`src/core/sram1k_pkg.sv`:
```
// Package with pin groups, timing constants and states of the 1K x 1 static memory host controller.
// Functional notes
// - The host spaces successive operations by at least the minimum cycle period of the grade.
// - The host holds the address stable for the address-before-write gap before pulling read/write low.
// - The host keeps the device selected for the select-before-write-end time up to the write pulse end.
// - The host keeps the device selected at least 50 ns after read/write returns high.
// - Entering standby the host drives select high at least 100 ns before the supply drops.
// - Leaving standby the host keeps select high at least 100 ns after the supply is restored.
package srhc_pkg;
  localparam int CLK_PERIOD_NS         = 5;
  localparam int MIN_CYCLE_PERIOD_NS   = 400;
  localparam int ADDR_BEFORE_WRITE_NS  = 100;
  localparam int SELECT_BEFORE_END_NS  = 200;
  localparam int WRITE_RECOVERY_NS     = 50;
  localparam int READ_ACCESS_NS        = 400;
  localparam int STANDBY_LEAD_NS       = 100;
  localparam int STANDBY_TRAIL_NS      = 100;
  localparam int ADDR_WIDTH            = 10;
  localparam int CNT_WIDTH             = 8;
  localparam int SYNC_STAGES           = 3;
  // Least times round up to whole clock cycles.
  localparam int CYC_CYCLES   = (MIN_CYCLE_PERIOD_NS + CLK_PERIOD_NS - 1) / CLK_PERIOD_NS;
  localparam int AW_CYCLES    = (ADDR_BEFORE_WRITE_NS + CLK_PERIOD_NS - 1) / CLK_PERIOD_NS;
  localparam int CW_CYCLES    = (SELECT_BEFORE_END_NS + CLK_PERIOD_NS - 1) / CLK_PERIOD_NS;
  localparam int WR_CYCLES    = (WRITE_RECOVERY_NS + CLK_PERIOD_NS - 1) / CLK_PERIOD_NS;
  localparam int ACC_CYCLES   = (READ_ACCESS_NS + CLK_PERIOD_NS - 1) / CLK_PERIOD_NS;
  localparam int LEAD_CYCLES  = (STANDBY_LEAD_NS + CLK_PERIOD_NS - 1) / CLK_PERIOD_NS;
  localparam int TRAIL_CYCLES = (STANDBY_TRAIL_NS + CLK_PERIOD_NS - 1) / CLK_PERIOD_NS;

  typedef enum logic [6:0] {
    ST_IDLE   = 7'h01,
    ST_SETUP  = 7'h02,
    ST_PULSE  = 7'h04,
    ST_RECOV  = 7'h08,
    ST_READ   = 7'h10,
    ST_SPACE  = 7'h20,
    ST_SLEEP  = 7'h40
  } srhc_state_t;

  // Pins toward the memory.
  typedef struct packed {
    logic                  selectN;
    logic                  readWriteN;
    logic [ADDR_WIDTH-1:0] wordAddress;
    logic                  dataIn;
  } srhc_pins_t;

  // User request.
  typedef struct packed {
    logic                  write;
    logic [ADDR_WIDTH-1:0] addr;
    logic                  data;
  } srhc_req_t;
endpackage

```
`src/core/srhc_sync.sv`:
```
// Three-stage input synchroniser that accepts a change when stages two and three agree.
`timescale 1ns/100ps
module srhc_sync (
  input  wire logic clk,
  input  wire logic rst_n,
  input  wire logic pinIn,
  output logic      level
);
  typedef struct packed {
    logic [srhc_pkg::SYNC_STAGES-1:0] stage;
    logic                             level;
  } srhc_sync_t;

  srhc_sync_t s_q;
  srhc_sync_t s_d;

  // Shift the pin in; the first stage is read only by the second.
  always_comb begin
    s_d       = s_q;
    s_d.stage = {s_q.stage[srhc_pkg::SYNC_STAGES-2:0], pinIn};
    if (s_q.stage[1] == s_q.stage[2]) begin
      s_d.level = s_q.stage[2];
    end
  end

  // Register the state.
  always_ff @(posedge clk) begin
    if (!rst_n) begin
      s_q <= '0;
    end else begin
      s_q <= s_d;
    end
  end

  assign level = s_q.level;
endmodule

```
`src/core/srhc_host.sv`:
```
// Host controller that runs timed read and write cycles on a 1K x 1 static memory.
`timescale 1ns/100ps
module srhc_host (
  input  wire logic                              clk,
  input  wire logic                              rst_n,
  input  wire logic                              reqValid,
  output logic                                   reqReady,
  input  wire srhc_pkg::srhc_req_t               req,
  output logic                                   rdValid,
  output logic                                   rdData,
  input  wire logic                              standbyReq,
  output logic                                   supplyOk,
  output logic                                   inStandby,
  output srhc_pkg::srhc_pins_t                   pins,
  input  wire logic                              memDataOut
);
  typedef struct packed {
    srhc_pkg::srhc_state_t          state;
    srhc_pkg::srhc_pins_t           pins;
    logic [srhc_pkg::CNT_WIDTH-1:0] phase;
    logic [srhc_pkg::CNT_WIDTH-1:0] cycle;
    logic                           rdValid;
    logic                           rdData;
    logic                           supplyOk;
  } srhc_host_t;

  localparam logic [srhc_pkg::CNT_WIDTH-1:0] AW_C    = srhc_pkg::CNT_WIDTH'(srhc_pkg::AW_CYCLES);
  localparam logic [srhc_pkg::CNT_WIDTH-1:0] CW_C    = srhc_pkg::CNT_WIDTH'(srhc_pkg::CW_CYCLES);
  localparam logic [srhc_pkg::CNT_WIDTH-1:0] WR_C    = srhc_pkg::CNT_WIDTH'(srhc_pkg::WR_CYCLES);
  localparam logic [srhc_pkg::CNT_WIDTH-1:0] ACC_C   = srhc_pkg::CNT_WIDTH'(srhc_pkg::ACC_CYCLES);
  localparam logic [srhc_pkg::CNT_WIDTH-1:0] CYC_C   = srhc_pkg::CNT_WIDTH'(srhc_pkg::CYC_CYCLES);
  localparam logic [srhc_pkg::CNT_WIDTH-1:0] LEAD_C  = srhc_pkg::CNT_WIDTH'(srhc_pkg::LEAD_CYCLES);
  localparam logic [srhc_pkg::CNT_WIDTH-1:0] TRAIL_C = srhc_pkg::CNT_WIDTH'(srhc_pkg::TRAIL_CYCLES);
  localparam logic [srhc_pkg::CNT_WIDTH-1:0] ONE_C   = 8'h01;

  srhc_host_t h_q;
  srhc_host_t h_d;
  logic       dataSync;

  // Memory output passes four flip-flops (three stages and the level register) before it is sampled.
  srhc_sync u_sync (
    .clk   (clk),
    .rst_n (rst_n),
    .pinIn (memDataOut),
    .level (dataSync)
  );

  // Request is taken only in idle with the cycle spacing done and no standby pending.
  assign reqReady = (h_q.state == srhc_pkg::ST_IDLE) && (h_q.cycle == '0) && !standbyReq;

  // Sequencer for write, read, spacing and standby.
  always_comb begin
    h_d         = h_q;
    h_d.rdValid = 1'b0;
    if (h_q.phase != '0) begin
      h_d.phase = h_q.phase - ONE_C;
    end
    if (h_q.cycle != '0) begin
      h_d.cycle = h_q.cycle - ONE_C;
    end
    unique case (h_q.state)
      srhc_pkg::ST_IDLE: begin
        h_d.pins.selectN    = 1'b1;
        h_d.pins.readWriteN = 1'b1;
        if (standbyReq && h_q.cycle == '0) begin
          h_d.state = srhc_pkg::ST_SLEEP;
          h_d.phase = LEAD_C;
        end else if (reqValid && reqReady) begin
          h_d.pins.wordAddress = req.addr;
          h_d.pins.dataIn      = req.data;
          h_d.pins.selectN     = 1'b0;
          h_d.cycle            = CYC_C - ONE_C;
          if (req.write) begin
            h_d.state = srhc_pkg::ST_SETUP;
            h_d.phase = AW_C;
          end else begin
            h_d.state = srhc_pkg::ST_READ;
            h_d.phase = ACC_C;
          end
        end
      end
      srhc_pkg::ST_SETUP: begin
        if (h_q.phase == ONE_C) begin
          h_d.pins.readWriteN = 1'b0;
          h_d.state           = srhc_pkg::ST_PULSE;
          h_d.phase           = CW_C - AW_C;
        end
      end
      srhc_pkg::ST_PULSE: begin
        if (h_q.phase <= ONE_C) begin
          h_d.pins.readWriteN = 1'b1;
          h_d.state           = srhc_pkg::ST_RECOV;
          h_d.phase           = WR_C;
        end
      end
      srhc_pkg::ST_RECOV: begin
        if (h_q.phase == ONE_C) begin
          h_d.pins.selectN = 1'b1;
          h_d.state        = srhc_pkg::ST_SPACE;
        end
      end
      srhc_pkg::ST_READ: begin
        if (h_q.phase == ONE_C) begin
          h_d.rdValid      = 1'b1;
          h_d.rdData       = dataSync;
          h_d.pins.selectN = 1'b1;
          h_d.state        = srhc_pkg::ST_SPACE;
        end
      end
      srhc_pkg::ST_SPACE: begin
        if (h_q.cycle <= ONE_C) begin
          h_d.state = srhc_pkg::ST_IDLE;
        end
      end
      srhc_pkg::ST_SLEEP: begin
        h_d.pins.selectN = 1'b1;
        if (h_q.supplyOk && standbyReq && h_q.phase == ONE_C) begin
          h_d.supplyOk = 1'b0;
        end else if (!h_q.supplyOk && !standbyReq && h_q.phase == '0) begin
          h_d.supplyOk = 1'b1;
          h_d.phase    = TRAIL_C;
        end else if (h_q.supplyOk && h_q.phase == '0) begin
          h_d.state = srhc_pkg::ST_IDLE;
        end
      end
      default: begin
        h_d.state = srhc_pkg::ST_IDLE;
      end
    endcase
  end

  // Register the state.
  always_ff @(posedge clk) begin
    if (!rst_n) begin
      h_q                  <= '0;
      h_q.state            <= srhc_pkg::ST_IDLE;
      h_q.pins.selectN     <= 1'b1;
      h_q.pins.readWriteN  <= 1'b1;
      h_q.supplyOk         <= 1'b1;
    end else begin
      h_q <= h_d;
    end
  end

  assign pins      = h_q.pins;
  assign rdValid   = h_q.rdValid;
  assign rdData    = h_q.rdData;
  assign supplyOk  = h_q.supplyOk;
  assign inStandby = (h_q.state == srhc_pkg::ST_SLEEP);

  // Cycle counts that the checks below look back or forward over; a read answers one edge after its 80-cycle access.
  localparam int AW_N  = 20;
  localparam int WR_N  = 10;
  localparam int CYC_N = 81;
endmodule

```
`config.mk`:
```
export PLATFORM = sky130hd
export DESIGN_NAME = srhc_host
export DESIGN_NICKNAME = d
export VERILOG_FILES = /design/src/core/sram1k_pkg.sv /design/src/core/srhc_sync.sv /design/src/core/srhc_host.sv
export SDC_FILE = /design/constraint.sdc
export NUM_CORES = 1
export LEC_CHECK = 0
export BUFFER_PORTS_ARGS = -buffer_cell sky130_fd_sc_hd__buf_4
export CAP_MARGIN = 20
export CORE_ASPECT_RATIO = 1.1
export CORE_UTILIZATION = 45
export CTS_CLUSTER_DIAMETER = 200
export DETAILED_ROUTE_END_ITERATION = 8
export PLACE_DENSITY_LB_ADDON = 0.3
export SETUP_SLACK_MARGIN = 0.3
export SLEW_MARGIN = 25
export SYNTH_ARGS = -nofsm -noshare
export SYNTH_HDL_FRONTEND = slang
export SYNTH_SLANG_ARGS = --single-unit
```
`constraint.sdc`:
```
create_clock -name clk -period 3.15 [get_ports clk]
set_input_delay 0.315 -clock clk [delete_from_list [all_inputs] [get_ports clk]]
set_output_delay 0.315 -clock clk [all_outputs]
set_load 0.05 [all_outputs]
```
Yosys cells after proc, flatten, opt, wreduce, memory -nomap -nowiden
Index checks and enable logic that the tools add are counted.

storage, ports and cells
  bits in latches = 0
  logic and storage cells = 91
  memories kept = 0
  flip-flop bits (word level) = 43
  memory bits (writable) = 0
  memory bits (read-only) = 0

operators by class
  multiply operators = 0
  equal/unequal tests = 17
  $add $sub $neg = 2
  magnitude comparators = 2
  reductions and logical operators = 26
  multiplexer cells = 31
  divide/modulo/power cells = 0
  bitwise gates (word level) = 1
  shift-type cells = 0

operators with widths
  operator             number
  $mux 8               11
  $mux 7               8
  $pmux 7 s6           1
  $pmux 8 s4           1
  $le 8x1->1 const B   2
  $logic_not 8->1      2
  $mux 16              1
  $reduce_bool 8->1    2
  $sub 8x1->8 const B  2
  $ne 2x2->1 const B   5
  $logic_and 1x1->1    9
  $eq 8x1->1 const B   1
  $reduce_and 2->1     4
  $reduce_and 8->1     1
  $eq 7x1->1 const B   1
  $eq 7x2->1 const B   1
  $eq 7x3->1 const B   1
  $eq 7x4->1 const B   1
  $eq 7x5->1 const B   1
  $eq 7x6->1 const B   1
  $eq 7x7->1 const B   1
  $pmux 1 s3           2
  $reduce_and 3->1     2
  $reduce_bool 3->1    2
  10 further kinds     16

Logic depth before layout (Yosys ltp)
  depth in word-level cells = 7
  depth in mapped cells = 9

Modules after synthesis
A second synthesis with hierarchy kept.

unflattened totals
  cell total of the unflattened synthesis = 268
  area total of the unflattened synthesis = 2288.4 µm²

by module, submodules not included
  module     area an instance (µm²)  cells an instance  sequential area each (µm²)  times used
  srhc_host  2172.1                  258                780.7                       1
  srhc_sync  116.4                   10                 80.1                        1

Worst setup path after synthesis
No wires, ideal clock.

  path kind = flip-flop to output port
  from = register h_q[35] (netlist name)
  to = output reqReady
  path buffers = 2
  arrival = 2467 ps
  slack = 368 ps
  cell stages (with the launch flop) = 6
  data required time = 2835 ps
  path through = dfxtp_1 buf_6 or3_4 or4_4 buf_6 nor3_1

between the ends
  longest elaborated chain between the ends = 3

ends and longest elaborated chain
  element                          RTL line         text
  start: declaration               srhc_host.sv:36  srhc_host_t h_q;
  $eq 7x1->1                       srhc_host.sv:49  assign reqReady = (h_q.state == srhc_pkg::ST_IDLE) && (h_q.cycle == '0) && !standbyReq;
  $logic_and 1x1->1 (2 in series)  srhc_host.sv:49
  end: declaration                 srhc_host.sv:7   output logic reqReady,

Every way passes these cells.

Worst setup path in the final report
  from = register h_q[11] (netlist name)
  to = register h_q[14] (netlist name)

between the ends
  longest elaborated chain between the ends = 5

ends and longest elaborated chain
  element                                      RTL line                           text
  $sub 8x1->8, or another cell as far along    srhc_host.sv:56                    h_d.phase = h_q.phase - ONE_C;
  $mux 8 or $logic_and 1x1->1 (tied branches)  srhc_host.sv:55, srhc_host.sv:119
  $mux 8 or $mux 16 (tied branches)            srhc_host.sv:119, srhc_host.sv:68
  $mux 8 (on tied branches)                    srhc_host.sv:117, srhc_host.sv:65
  $pmux 8 s4 *                                 srhc_host.sv:61                    unique case (h_q.state)

Every way passes the cells marked *; elsewhere a longest branch is shown, timed or not.
A chain may end at the register's enable or synchronous reset.

==> results.toml <==
[routing]
drt_wl_total_um = 5160
drt-pass1-iter-count = 4
wl_per_cell_um = 14.1
drt_first_iter_violations = 82
ant_nets = 0
drc = 0
num_vias = 2017
vias_per_cell = 5.53

[setup_path]
cp_data_required_time_ns = 3.37
cp_slowest_cell = "nor4b_1"
critPathTopFamily = "simple AND/OR/NAND/NOR gates"
path_class = "reg2reg"
critPathCaptureType = "flop"
path_buf_inv = 1
arrival_ns = 2.68
path_cells = "inv_1 -> ha_1 -> nor4b_1 -> nand4_1 -> a221oi_2 -> and3_1 -> a221oi_2 -> a311oi_1"
cp_common_cell = "a221oi_2"
max_stage_delay_ns = 0.41
start_kind = "flop"
crit_fanout = 8

[grt]
grtUsageTotal_pct = 19.1
grt-ovfl-total = 0
grt_pass1_vias = 1833
antenna_found_initial = 0
grt_max_degree = 26
grt_first_pass_wirelength_um = 8400

[synth]
yosysWarnings = 0
synth_area_um2 = 2400
synth_edf_count = 0
synth_top_area_share_pct = 35.8
synth_cell_types = 53
synth_most_common_cell = "dfxtp_1"
synth-seq-cells = 43
yosysSeqAreaShare_pct = 35.8
yosys-top-cells-area = "dfxtp_1, nor2_1, mux2i_1"
async_reset_ff_share_pct = 0
synth_fp_nets = 313
synth_largest_area_cell = "dfxtp_1"
avgSynthCellArea_um2 = 8.28
ys.flop_type = "dfxtp_1"
synthCells = 290
synth_common_cells = "dfxtp_1, nor2_1, a21oi_1, nand2_1"

[die]
die_w_um = 71.7
die_area_um2 = 5640
start_util_pct = 47.4
boundaryPins = 35
die_h_um = 78.6
fp.coreArea_um2 = 5070
row_count = 27

[final_layout]
finalCoreUtilization_pct = 52.3
fill_cells = 499
diodes = 0
drive_above_1_share_pct = 18.6
seq_area_um2 = 861
area_growth_syn_to_layout_pct = 10.3
postLayoutCellArea_um2 = 2650
multi_input_area_um2 = 1320
nets = 329

[clocking]
postCtsSetupRepairBufs = 0
clockBufferDepth = 2
cts_resized = 0
cts_tree = "done"
clockRootBuffer = "clkbuf_8"
clk-insertion-delay-late_ns = 0.30
cts_hold_buf = 0
clk_pin_slew_ns = 0.09
cts_num_sinks = 43
htree_levels = 2
cts_buffers = 5

[sta]
totalNegativeSetupSlack_ns = 0
fmax_mhz = 405
final-setup-viol-count = 0
worst_slew_pin_slew_ns = 0.605
slew_violations = 0
period_minus_slack_ns = 2.47
slew_headroom_pct = 59.3
skew_ns = 0.00909
rsz0062_at_grt = "no"
finalHoldViolations = 0
finalCritPeriodShare_pct = 78.3

[power_and_ir_drop]
pwr-share-seq_pct = 32.6
power_density_nw_per_um2 = 926
p_leak_nw = 1.06
ir_drop_uv = 513
comb_power_share_pct = 53.3
p_clk_share_pct = 14.1
power_mw = 2.45
sw_frac_of_total_pct = 45.0
power.internal_mw = 1.35
switching_power_mw = 1.10

[placed_design]
port_buffers = 34
gp_congestion = 0.904
dp_hpwl_um = 3820
place_area_um2 = 2560

[run_status]
outcome = "finished clean"

[hold_path]
hold_class = "in2reg"

[job]
cap_viol_max_count = 0
path summary, 6_finish.rpt:
kind            startpoint       endpoint  slack (ns)  depth (start not counted)
max                h_q[11]        h_q[14]        0.68                          8
min             memDataOut  u_sync.s_d[2]        0.22                          2
max reg2reg        h_q[11]        h_q[14]        0.68                          8
min reg2reg  u_sync.s_d[2]  u_sync.s_d[3]        0.44                          1
state kept, by name, summed over array words and instances (netlist names):
name,count
h_q,23
rdValid,1
rdData,1
u_sync.s_d,2
supplyOk,1
u_sync.level,1
pins,13
u_sync.s_q,1
layer usage:
metal	vias to the layer above	wire, um	global-route usage (%)
li1	1034	-	-
met1	930	2390	24.0
met5	-	0	0
met2	45	2460	31.4
met3	8	224	4.24
met4	0	87	7.65
metrics by stage:
step | instances | setup WS [ns] | hold slack (ns)
2_1_floorplan | 290 | 0.368 | 0.388
6_report | 365 | 0.683 | 0.219
5_1_grt | 365 | 0.376 | 0.220
3_3_place_gp | 357 | 0.736 | 0.414
4_1_cts | 365 | 0.667 | 0.217
3_5_place_dp | 357 | 0.704 | 0.423
power by group through the flow:
stage          logic (mW)  registers (mW)  clock network, mW
4_1_cts              1.31           0.797              0.350
2_1_floorplan        1.12           0.766                  0
3_5_place_dp         1.30           0.809                  0
5_1_grt              1.46           0.814              0.379
3_3_place_gp         1.29           0.804                  0
6_report             1.31           0.798              0.346
layout make-up:
| cell class | instances | area share (%) |
|---|---|---|
| clock buffers | 6 | 2.74 |
| flip-flops and latches | 43 | 32.5 |
| well taps | 58 | 2.74 |
| multi-input cells | 209 | 49.8 |
| repair buffers | 36 | 10.2 |
| clock inverters | 2 | 0.472 |
| inverters | 11 | 1.56 |
cell families after synthesis:
kind of cell | after synthesis | synth area share, %
simple gates | 116 | 25.1
compound gates | 63 | 17.3
fa+ha+maj | 6 | 3.12
flops | 43 | 35.8
mux | 12 | 5.00
buf+inv | 38 | 9.27
xor+xnor | 12 | 4.37
placed cells by master (no fill, tap or decap), drive strengths merged, types with 5 or more instances in the layout:
cell,instances
buf,36
nor2,39
a21oi,22
mux2i,12
o21ai,18
xnor2,8
nor3,13
clkbuf,6
nor4,5
dfxtp,43
inv,11
and2,5
nand2,21
ha,6
(Power assumes the default switching activity.)
